## src/logic/ell_pkg.sv

```systemverilog
package ell_pkg;

    // Register byte offsets, one aligned word each
    localparam logic [3:0] OFS_CTRL    = 4'h0;
    localparam logic [3:0] OFS_LATCH   = 4'h4;
    localparam logic [3:0] OFS_STATUS  = 4'h8;
    localparam logic [3:0] OFS_IRQCLR  = 4'hC;

    localparam logic [3:0] OFS_IRQEN   = 4'h0;
    localparam logic [3:0] OFS_FSM     = 4'h4;
    localparam logic [3:0] OFS_DOUT    = 4'h8;
    localparam logic [3:0] OFS_ENCRDY  = 4'hC;
    localparam logic       PAGE_LO     = 1'b0;
    localparam logic       PAGE_HI     = 1'b1;

    // Control register field positions
    localparam int CTRL_ZERO_BIT  = 0;
    localparam int CTRL_RISE_BIT  = 1;
    localparam int CTRL_FALL_BIT  = 2;
    localparam logic [2:0] CTRL_RESET = 3'h0;

    // Status / interrupt event positions
    localparam int EV_ZERO_BIT  = 0;
    localparam int EV_RISE_BIT  = 1;
    localparam int EV_FALL_BIT  = 2;
    localparam int EV_WIDTH     = 3;

    localparam int CNT_WIDTH = 32;

    // Lamp timing, in milliseconds and in clock cycles
    localparam longint CLK_HZ        = 25000000;
    localparam longint BLINK_MS      = 200;
    localparam longint FLICKER_MS    = 50;
    localparam longint SINGLE_OFF_MS = 1000;
    localparam longint BLINK_CYC     = CLK_HZ * BLINK_MS / 1000;
    localparam longint FLICKER_CYC   = CLK_HZ * FLICKER_MS / 1000;
    localparam longint SINGLE_OFF_CYC = CLK_HZ * SINGLE_OFF_MS / 1000;

    // Fieldbus states, Gray coded along the start-up path
    typedef enum logic [2:0] {
        ST_STARTUP   = 3'b000,
        ST_PREP      = 3'b001,
        ST_GUARDED   = 3'b011,
        ST_RUNNING   = 3'b010,
        ST_FWLOAD    = 3'b110
    } ell_state_t;

endpackage

```

## src/logic/ell_edge_det.sv

```systemverilog
`timescale 1ns/10ps
// Two-stage synchroniser followed by an edge detector
module ell_edge_det (
    input  wire logic clk,
    input  wire logic rstn,
    input  wire logic pinIn,
    output logic      level,
    output logic      rise,
    output logic      fall
);
    logic meta_reg;
    logic sync_reg;
    logic last_reg;

    // First stage feeds only the second stage
    always_ff @(posedge clk or negedge rstn) begin
        if (!rstn) begin
            meta_reg <= 1'b0;
            sync_reg <= 1'b0;
            last_reg <= 1'b0;
        end else begin
            meta_reg <= pinIn;
            sync_reg <= meta_reg;
            last_reg <= sync_reg;
        end
    end

    // One pulse per sampled transition
    assign level = sync_reg;
    assign rise  = sync_reg & ~last_reg;
    assign fall  = ~sync_reg & last_reg;
endmodule

```

## src/logic/ell_latch_leds.sv

```systemverilog
`timescale 1ns/10ps
// What this block does
// Zero-track rising edge copies counter to latch when its enable set.
// Latch pin rising edge copies counter to latch when enabled.
// Latch pin falling edge copies counter to latch when enabled.
// State lamp: off, blink, single flash, steady, flicker per state.
// Encoder lamp lit only while encoder interface is ready.
// Each track lamp lit while its encoder input carries a signal.
// Input lamp lit while the digital input is asserted.
// Output lamp lit while the digital output is driven active.
// Outputs held safe outside running state; process data only there.
// Inputs synchronised; edges found by comparing samples, one capture.
module ell_latch_leds
#(
    parameter longint BLINK_CYCLES      = ell_pkg::BLINK_CYC,
    parameter longint FLICKER_CYCLES    = ell_pkg::FLICKER_CYC,
    parameter longint SINGLE_OFF_CYCLES = ell_pkg::SINGLE_OFF_CYC
) (
    input  wire logic                        clk,
    input  wire logic                        rstn,
    input  wire logic [3:0]                  avsAddress,
    input  wire logic                        avsRead,
    input  wire logic                        avsWrite,
    input  wire logic [31:0]                 avsWriteData,
    input  wire logic [3:0]                  avsByteEnable,
    input  wire logic                        avsPage,
    output logic [31:0]                      avsReadData,
    output logic                             avsWaitRequest,
    input  wire logic [ell_pkg::CNT_WIDTH-1:0] counterValue,
    input  wire logic                        trackA,
    input  wire logic                        trackB,
    input  wire logic                        trackZero,
    input  wire logic                        latchPin,
    input  wire logic                        digitalIn,
    output logic                             digitalOut,
    output logic                             lampState,
    output logic                             lampEncoder,
    output logic                             lampTrackA,
    output logic                             lampTrackB,
    output logic                             lampTrackZero,
    output logic                             lampInput,
    output logic                             lampOutput,
    output logic                             irq
);
    import ell_pkg::*;

    ////////////////////////////////////////////////////////////////////////
    // Pin synchronisers and edge detection

    logic zeroLvl;
    logic zeroRise;
    logic latchRise;
    logic latchFall;
    logic trackALvl;
    logic trackBLvl;
    logic inLvl;

    ell_edge_det uZero (
        .clk   (clk),
        .rstn  (rstn),
        .pinIn (trackZero),
        .level (zeroLvl),
        .rise  (zeroRise),
        .fall  ()
    );

    ell_edge_det uLatch (
        .clk   (clk),
        .rstn  (rstn),
        .pinIn (latchPin),
        .level (),
        .rise  (latchRise),
        .fall  (latchFall)
    );

    // Lamp-only inputs still pass two flops to keep them metastability-free
    logic [2:0] lampMeta_reg;
    logic [2:0] lampSync_reg;
    always_ff @(posedge clk or negedge rstn) begin
        if (!rstn) begin
            lampMeta_reg <= 3'h0;
            lampSync_reg <= 3'h0;
        end else begin
            lampMeta_reg <= {digitalIn, trackB, trackA};
            lampSync_reg <= lampMeta_reg;
        end
    end
    assign trackALvl = lampSync_reg[0];
    assign trackBLvl = lampSync_reg[1];
    assign inLvl     = lampSync_reg[2];

    ////////////////////////////////////////////////////////////////////////
    // Software state

    logic [2:0]           ctrl_reg;
    logic [EV_WIDTH-1:0]  irqEn_reg;
    logic [EV_WIDTH-1:0]  status_reg;
    ell_state_t           fsm_reg;
    logic                 doutReq_reg;
    logic                 encRdy_reg;
    logic [CNT_WIDTH-1:0] latch_reg;
    logic                 rdDone_reg;

    function automatic logic hit(input logic [3:0] ofs, input logic pg);
        hit = (avsAddress == ofs) && (avsPage == pg) && avsByteEnable[0];
    endfunction

    // Writes finish at once; a read waits one cycle so its data is registered
    assign avsWaitRequest = avsRead && !rdDone_reg;

    // Control and configuration writes
    always_ff @(posedge clk or negedge rstn) begin
        if (!rstn) begin
            ctrl_reg    <= CTRL_RESET;
            irqEn_reg   <= '0;
            fsm_reg     <= ST_STARTUP;
            doutReq_reg <= 1'b0;
            encRdy_reg  <= 1'b0;
        end else if (avsWrite) begin
            if (hit(OFS_CTRL, PAGE_LO)) begin
                ctrl_reg <= avsWriteData[2:0];
            end
            if (hit(OFS_IRQEN, PAGE_HI)) begin
                irqEn_reg <= avsWriteData[EV_WIDTH-1:0];
            end
            if (hit(OFS_FSM, PAGE_HI)) begin
                case (avsWriteData[2:0])
                    ST_PREP:    fsm_reg <= ST_PREP;
                    ST_GUARDED: fsm_reg <= ST_GUARDED;
                    ST_RUNNING: fsm_reg <= ST_RUNNING;
                    ST_FWLOAD:  fsm_reg <= ST_FWLOAD;
                    default:    fsm_reg <= ST_STARTUP;
                endcase
            end
            if (hit(OFS_DOUT, PAGE_HI)) begin
                doutReq_reg <= avsWriteData[0];
            end
            if (hit(OFS_ENCRDY, PAGE_HI)) begin
                encRdy_reg <= avsWriteData[0];
            end
        end
    end

    ////////////////////////////////////////////////////////////////////////
    // Capture of the counter

    logic [EV_WIDTH-1:0] evt;
    assign evt[EV_ZERO_BIT] = zeroRise  & ctrl_reg[CTRL_ZERO_BIT];
    assign evt[EV_RISE_BIT] = latchRise & ctrl_reg[CTRL_RISE_BIT];
    assign evt[EV_FALL_BIT] = latchFall & ctrl_reg[CTRL_FALL_BIT];

    // Latch register takes the counter on any enabled edge
    always_ff @(posedge clk or negedge rstn) begin
        if (!rstn) begin
            latch_reg <= '0;
        end else if (|evt) begin
            latch_reg <= counterValue;  // see R01 see R02
        end
    end

    ////////////////////////////////////////////////////////////////////////
    // Sticky status; a new event wins over a clear in the same cycle

    logic [EV_WIDTH-1:0] clrMask;
    assign clrMask = (avsWrite && hit(OFS_IRQCLR, PAGE_LO)) ?
                     avsWriteData[EV_WIDTH-1:0] : '0;

    always_ff @(posedge clk or negedge rstn) begin
        if (!rstn) begin
            status_reg <= '0;
        end else begin
            status_reg <= (status_reg & ~clrMask) | evt;
        end
    end

    assign irq = |(status_reg & irqEn_reg);

    ////////////////////////////////////////////////////////////////////////
    // Read mux, registered data

    always_ff @(posedge clk or negedge rstn) begin
        if (!rstn) begin
            avsReadData <= 32'h0000_0000;
            rdDone_reg  <= 1'b0;
        end else if (avsRead && !rdDone_reg) begin
            rdDone_reg  <= 1'b1;
            avsReadData <= 32'h0000_0000;
            if (hit(OFS_CTRL, PAGE_LO)) begin
                avsReadData[2:0] <= ctrl_reg;
            end
            if (hit(OFS_LATCH, PAGE_LO)) begin
                avsReadData <= latch_reg;
            end
            if (hit(OFS_STATUS, PAGE_LO)) begin
                avsReadData[EV_WIDTH-1:0] <= status_reg;
            end
            if (hit(OFS_IRQEN, PAGE_HI)) begin
                avsReadData[EV_WIDTH-1:0] <= irqEn_reg;
            end
            if (hit(OFS_FSM, PAGE_HI)) begin
                avsReadData[2:0] <= fsm_reg;
            end
            if (hit(OFS_DOUT, PAGE_HI)) begin
                avsReadData[0] <= doutReq_reg;
            end
            if (hit(OFS_ENCRDY, PAGE_HI)) begin
                avsReadData[0] <= encRdy_reg;
            end
        end else begin
            rdDone_reg <= 1'b0;
        end
    end

    ////////////////////////////////////////////////////////////////////////
    // Blink timing: a cycle counter and a phase counter

    logic [31:0] tick_reg;
    logic [3:0]  phase_reg;
    logic        blinkTick;
    logic        flickTick;
    logic [31:0] flickCnt_reg;
    logic        flick_reg;

    assign blinkTick = (tick_reg == 32'(BLINK_CYCLES - 1));
    assign flickTick = (flickCnt_reg == 32'(FLICKER_CYCLES - 1));

    always_ff @(posedge clk or negedge rstn) begin
        if (!rstn) begin
            tick_reg  <= '0;
            phase_reg <= '0;
        end else if (blinkTick) begin
            tick_reg  <= '0;
            phase_reg <= phase_reg + 4'h1;
        end else begin
            tick_reg <= tick_reg + 32'h0000_0001;
        end
    end

    always_ff @(posedge clk or negedge rstn) begin
        if (!rstn) begin
            flickCnt_reg <= '0;
            flick_reg    <= 1'b0;
        end else if (flickTick) begin
            flickCnt_reg <= '0;
            flick_reg    <= ~flick_reg;
        end else begin
            flickCnt_reg <= flickCnt_reg + 32'h0000_0001;
        end
    end

    // Single flash: lit in one blink slot out of a long period
    localparam logic [3:0] SINGLE_SLOTS =
        4'((SINGLE_OFF_CYCLES + BLINK_CYCLES) / BLINK_CYCLES);
    logic singleOn;
    assign singleOn = (phase_reg % SINGLE_SLOTS) == 4'h0;

    ////////////////////////////////////////////////////////////////////////
    // Lamps and process output, all from flops

    always_ff @(posedge clk or negedge rstn) begin
        if (!rstn) begin
            lampState <= 1'b0;
        end else begin
            case (fsm_reg)
                ST_STARTUP: lampState <= 1'b0;
                ST_PREP:    lampState <= phase_reg[0];
                ST_GUARDED: lampState <= singleOn;
                ST_RUNNING: lampState <= 1'b1;
                ST_FWLOAD:  lampState <= flick_reg;
                default:    lampState <= 1'b0;
            endcase
        end
    end

    // Output held safe (off) unless running; lamps mirror the pins, the encoder lamp mirrors encRdy_reg
    always_ff @(posedge clk or negedge rstn) begin
        if (!rstn) begin
            digitalOut    <= 1'b0;
            lampOutput    <= 1'b0;
            lampEncoder   <= 1'b0;
            lampTrackA    <= 1'b0;
            lampTrackB    <= 1'b0;
            lampTrackZero <= 1'b0;
            lampInput     <= 1'b0;
        end else begin
            digitalOut    <= doutReq_reg && (fsm_reg == ST_RUNNING);
            lampOutput    <= doutReq_reg && (fsm_reg == ST_RUNNING);
            lampEncoder   <= encRdy_reg;
            lampTrackA    <= trackALvl;
            lampTrackB    <= trackBLvl;
            lampTrackZero <= zeroLvl;
            lampInput     <= inLvl;
        end
    end

    ////////////////////////////////////////////////////////////////////////
    // Assertions

    zero_capture_a: assert property (@(posedge clk) disable iff (!rstn)
        evt[EV_ZERO_BIT] |=> latch_reg == $past(counterValue))
        else $error("zero-track capture missed");
    rise_capture_a: assert property (@(posedge clk) disable iff (!rstn)
        evt[EV_RISE_BIT] |=> latch_reg == $past(counterValue))
        else $error("latch rising capture missed");
    fall_capture_a: assert property (@(posedge clk) disable iff (!rstn)
        evt[EV_FALL_BIT] |=> latch_reg == $past(counterValue))
        else $error("latch falling capture missed");
    no_capture_a: assert property (@(posedge clk) disable iff (!rstn)
        !(|evt) |=> $stable(latch_reg))
        else $error("latch changed without enabled edge");
    run_lamp_a: assert property (@(posedge clk) disable iff (!rstn)
        (fsm_reg == ST_RUNNING) [*2] |-> lampState)
        else $error("state lamp dark while running");
    start_lamp_a: assert property (@(posedge clk) disable iff (!rstn)
        (fsm_reg == ST_STARTUP) [*2] |-> !lampState)
        else $error("state lamp lit in startup");
    enc_lamp_a: assert property (@(posedge clk) disable iff (!rstn)
        lampEncoder == $past(encRdy_reg))
        else $error("encoder lamp wrong");
    track_lamp_a: assert property (@(posedge clk) disable iff (!rstn)
        $rose(trackA) |-> ##3 lampTrackA)
        else $error("track lamp late");
    input_lamp_a: assert property (@(posedge clk) disable iff (!rstn)
        digitalIn [*4] |-> lampInput)
        else $error("input lamp dark");
    out_lamp_a: assert property (@(posedge clk) disable iff (!rstn)
        lampOutput == digitalOut)
        else $error("output lamp differs from output");
    safe_out_a: assert property (@(posedge clk) disable iff (!rstn)
        (fsm_reg != ST_RUNNING) |=> !digitalOut)
        else $error("output active outside running state");
    one_pulse_a: assert property (@(posedge clk) disable iff (!rstn)
        latchRise |=> !latchRise)
        else $error("double edge pulse");

    zero_cap_c:  cover property (@(posedge clk) evt[EV_ZERO_BIT]);
    rise_cap_c:  cover property (@(posedge clk) evt[EV_RISE_BIT]);
    fall_cap_c:  cover property (@(posedge clk) evt[EV_FALL_BIT]);
    irq_c:       cover property (@(posedge clk) $rose(irq));
endmodule

```

## config.mk

```make
export PLATFORM = sky130hd
export DESIGN_NAME = ell_latch_leds
export DESIGN_NICKNAME = d
export VERILOG_FILES = /design/src/logic/ell_pkg.sv /design/src/logic/ell_edge_det.sv /design/src/logic/ell_latch_leds.sv
export SDC_FILE = /design/constraint.sdc
export NUM_CORES = 1
export LEC_CHECK = 0
export ABC_AREA = 1
export BUFFER_PORTS_ARGS = -buffer_cell sky130_fd_sc_hd__buf_2
export CORE_MARGIN = 2
export CORE_UTILIZATION = 50
export DETAILED_ROUTE_END_ITERATION = 12
export PLACE_DENSITY = 0.72
export RECOVER_POWER = 50
export SETUP_SLACK_MARGIN = 0.2
export SLEW_MARGIN = 20
export SYNTH_ARGS = -nofsm -noshare
export SYNTH_HDL_FRONTEND = slang
export SYNTH_HIERARCHICAL = 1
export SYNTH_SLANG_ARGS = --single-unit
```

## constraint.sdc

```tcl
create_clock -name clk -period 3.1 [get_ports clk]
set_clock_uncertainty 0.05 [all_clocks]
set_input_delay 0.155 -clock clk [delete_from_list [all_inputs] [get_ports clk]]
set_output_delay 0.155 -clock clk [all_outputs]
set_load 0.01 [all_outputs]
```

# [After elaboration in Yosys (flattened, before gate mapping)]
# Cells that the tools add are included.
[totals] register_bits=166 latchBits=0 ramBits=0 romBits=0 output_inout_bits=42 elab_cells=101 n_memories=0
[classes] n_addsub=3 n_mul=0 div=1 n_lt_le_gt_ge=0 n_eq_ne=13 shifts=0 muxes=13 n_bitwise=15 n_reduce_logical=29
[op_table] op="$mux 32" count=3
[op_table] op="$add 32x1->32 const B" count=2
[op_table] op="$eq 32x21->1 const B" count=1
[op_table] op="$eq 32x23->1 const B" count=1
[op_table] op="$logic_and 1x1->1" count=19
[op_table] op="$mux 3" count=5
[op_table] op="$eq 3x2->1 const B" count=4
[op_table] op="$pmux 3 s4" count=1
[op_table] op="$reduce_and 2->1" count=5
[op_table] op="$eq 4x4->1 const B" count=2
[op_table] op="$logic_not 4->1" count=2
[op_table] op="$and 1x1->1" count=6
[op_table] op="$and 3x3->3" count=2
[op_table] op="$eq 3x1->1 const B" count=2
[op_table] op="$eq 3x3->1 const B" count=2
[op_table] op="$reduce_or 3->1" count=2
[op_table] op="$not 1->1" count=5
[op_table] op="$add 4x1->4 const B" count=1
[op_table] op="$eq 4x3->1 const B" count=1
[op_table] op="$mod 4x3->4 const B" count=1
[op_table] op="$pmux 1 s4" count=1
[op_table] op="$mux 1" count=3
[op_table] op="$not 3->3" count=1
[op_table] op="$or 3x3->3" count=1
[op_table] op="$logic_not 1->1" count=1

# [Depth between registers and ports, before layout]
[depth] ltp_word=10 mapped_depth=10

# [Modules after synthesis]
# The synthesis kept the hierarchy.
[by_module_without_submodules] module="ell_latch_leds" instances=1 cells_per_inst=915 area_each_um2=7632.3 seq_area_each_um2=4028.9
[by_module_without_submodules] module="ell_edge_det" instances=2 cells_per_inst=7 area_each_um2=90.1 seq_area_each_um2=75.1

# [Worst setup path before layout]
# OpenSTA, ideal clock, no wires.
[synth_path] kind="register to register" from="register tick_reg[0]" to="register tick_reg[9]" setup_time_ns=0.120 arrival_ns=1.548 setup_slack_ns=1.382 path_stages_with_launch=10 n_path_buf=1 path_cell_list="dfrtp_1 -> ha_1 -> nand2_2 -> nor2_4 -> nand3_2 -> nor3b_4 -> nand2_4 -> clkinv_4 -> buf_12 -> nor2_1"
[synth_between] elab_chain_cells=2 elab_cells_between_ends=3 classes_between="1 x add/sub; 1 x eq/ne; 1 x mux"
[synth_rtl] item="start: declaration" line="ell_latch_leds.sv:217" source="logic [31:0] tick_reg;"
[synth_rtl] item="start signal: assignment" line="ell_latch_leds.sv:235" source="tick_reg <= tick_reg + 32'h0000_0001;"
[synth_rtl] item="$add 32x1->32 or $eq 32x23->1 (tied branches)" line="ell_latch_leds.sv:235, ell_latch_leds.sv:224"
[synth_rtl] item="$mux 32 *" line="ell_latch_leds.sv:231" source="end else if (blinkTick) begin"
# Mark *: on every way between the ends. The rest lies on a longest branch, timed or not.
# A chain may end at the register's enable or synchronous reset.

# [Worst setup path after layout]
[layout_path] from="register flickCnt_reg[0]" to="register flickCnt_reg[20]"
[layout_between] elab_chain_cells=2 elab_cells_between_ends=3 classes_between="1 x add/sub; 1 x eq/ne; 1 x mux"
[layout_rtl] item="start: declaration" line="ell_latch_leds.sv:221" source="logic [31:0] flickCnt_reg;"
[layout_rtl] item="start signal: assignment" line="ell_latch_leds.sv:247" source="flickCnt_reg <= flickCnt_reg + 32'h0000_0001;"
[layout_rtl] item="$add 32x1->32 or $eq 32x21->1 (tied branches)" line="ell_latch_leds.sv:247, ell_latch_leds.sv:225"
[layout_rtl] item="$mux 32 *" line="ell_latch_leds.sv:243" source="end else if (flickTick) begin"
# Marked as above.

==> key figures <==
Worst setup path
  • CP max stage delay: 0.46 ns
  • CP Capture Type: register
  • Crit-path most repeated cell: nor2_1
  • Crit Path Max Fanout: 11
  • Critical path launch point type: register
  • Reg2Reg Depth: 8
  • Cell count along the critical path: 8
  • Setup CP Type: register to register
  • Worst EP required: 3.34 ns
  • Critical path's slowest cell: dfrtp_1
  • Buf+Inv Stages, Crit Path: 1
  • R2R Setup Slk: 1.03 ns
  • WP data arrival: 2.32 ns
  • Worst path top cell family by delay: simple AND/OR/NAND/NOR gates
  • Worst-path cell chain: ha_1 > nand2_1 > nor2_1 > nand2_1 > nor2_1 > nand3_1 > inv_1 > nor2_1

Route
  • WL final: 17400 um
  • Drc violations: 0
  • Final ANT Viol Nets: 0
  • Via density: 5.06
  • Initial DRC count: 501
  • Average wire per standard cell: 13.7 um
  • First-pass DRT Iterations: 7
  • Via count: 6420

STA
  • Relative slew slack: -0.0934
  • Final Hold Fails: 0
  • Total negative slack: 0 ns
  • Max Slew Vio Count: 67
  • Crit share post-route: 0.669
  • Fmax: 0.482 GHz
  • Worst-Margin Slew: 1.64 ns
  • Endpoints failing setup: 0
  • RSZ-0062 raised after global routing: false
  • Final worst path period need: 2.07 ns

Synth
  • Cell area after synthesis: 0.00780 mm^2
  • Ys Warns: 6
  • Syn Inst Count: 927
  • Synth Net Count: 1014
  • Post-Syn Area per Cell: 8.42 um^2

Layout
  • Layout cells sized above 1: 0.100
  • Design Area, Final: 0.00942 mm^2
  • Number of diodes: 0
  • Fin nets: 1154
  • P&R area growth vs syn: 20.7%

CTS
  • Worst-path clk slew: 0.07 ns
  • CTS sink count: 167
  • CTS root buf: clkbuf_16
  • Postcts setup bufs: 0
  • Post-cts resize count: 0
  • CTS Buf Count: 17
  • Skew-Pair Late Insertion Delay: 0.43 ns
  • Cts hold-fix bufs: 43
  • Bufs on Longest Clock Path: 2
  • Htree depth: 4
  • CTS tree: built

Floorplan
  • I/O pins: 124
  • Die width: 129 um
  • # rows: 45
  • Core area: 0.0152 mm^2
  • Starting Density: 0.513
  • Die Ht: 129 um
  • Die ar.: 0.0166 mm^2

GRT
  • First-pass GRT wire length: 29800 um
  • GRT Overall Usage: 0.227
  • GRT overflow: 0
  • Vias in the first global route: 6535
  • Largest net degree at the start of global routing: 67
  • Initial antenna violation count: 0

Placement
  • Buffers added on ports: 91
  • Placed Instance Area: 0.00844 mm^2
  • Dpl hpwl: 11900 um
  • Final Wtd Congestion: 0.925

Run status
  • Status: finished, violations left
  • Failing checks: capacitance limit, slew limit

Min path
  • HP Class: input pin to register
  • Hold Path Stages: 4

Pwr
  • P_leak: 4.64 nW
  • Cell area power density: 550 mW/mm^2
  • VDD IR max: 0.392 mV

Flow run
  • Maxcap violations: 1
[worst paths after layout]
kind	startpoint	end
max in group asynchronous	rstn	avsReadData[31]
worst max-delay path	flickCnt_reg[0]	flickCnt_reg[20]
worst max register to register	flickCnt_reg[0]	flickCnt_reg[20]
min in group asynchronous	rstn	tick_reg[24]
worst min register to register	lampSync_reg[0]	lampTrackA
worst min-delay path	avsAddress[2]	doutReq_reg
[per-layer routing]
| layer | GRT usage | up-vias | part of all wire |
|---|---|---|---|
| li1 | - | 3203 | - |
| met1 | 0.289 | 3038 | 0.44 |
| met2 | 0.390 | 146 | 0.51 |
| met3 | 0.0428 | 33 | 0.033 |
| met4 | 0.0786 | 0 | 0.018 |
| met5 | 0 | - | 0 |
[final cells by class]
class                   count  area [um^2]
well taps                 188          235
multi-input cells         597         2980
fillers                  1314         5780
clock buffers              19          453
clock inverters            13          158
repair buffers            139          872
inverters                 145          549
flip-flops and latches    167         4180
[layout by cell type (no fill, tap or decap), types with 2 or more instances in the layout]
master / instances
clkbuf_16: 17
mux2_2: 3
nor4_1: 3
clkinvlp_4: 3
buf_4: 5
inv_1: 142
nor2_2: 8
buf_2: 49
nor3_1: 37
nor3b_1: 3
inv_6: 4
clkbuf_1: 41
o31ai_1: 29
xor2_1: 39
o21ai_0: 44
clkbuf_8: 2
nand4_1: 18
dfrtp_1: 167
nand2_1: 228
dlygate4sd3_1: 43
nor2_1: 112
inv_8: 2
nand3_1: 39
nand3_2: 2
bufinv_16: 2
xnor2_1: 11
a21oi_1: 5
ha_1: 5
clkinv_4: 3
[worst reg2reg max path: cells and delay by family, from the launching register on]
family	cells	cell delay, ns
fa+ha+maj	1	0.28
buf+inv	1	0.35
flops	1	0.46
simple gates	6	0.79
[power breakdown]
group	switching, mW	internal [mW]
registers	0.0885	2.41
clock network	0.919	1.25
logic	0.323	0.186
total	1.33	3.85
[metrics by stage]
stage / power (mW) / cells / hold slack, ns / utilization / setup slack [ns]
global placement: 2.97 / 1193 / 0.140 / 0.555 / 1.08
floorplan: 2.80 / 927 / -0.191 / - / 1.38
global route: 5.42 / 1268 / 0.0888 / 0.620 / 0.750
CTS: 5.21 / 1268 / 0.0480 / 0.624 / 1.01
detailed placement: 3.00 / 1193 / 0.142 / 0.555 / 1.00
finish: 5.18 / 1268 / 0.0689 / 0.620 / 1.03
No activity file was read; power rests on OpenSTA's default activity.
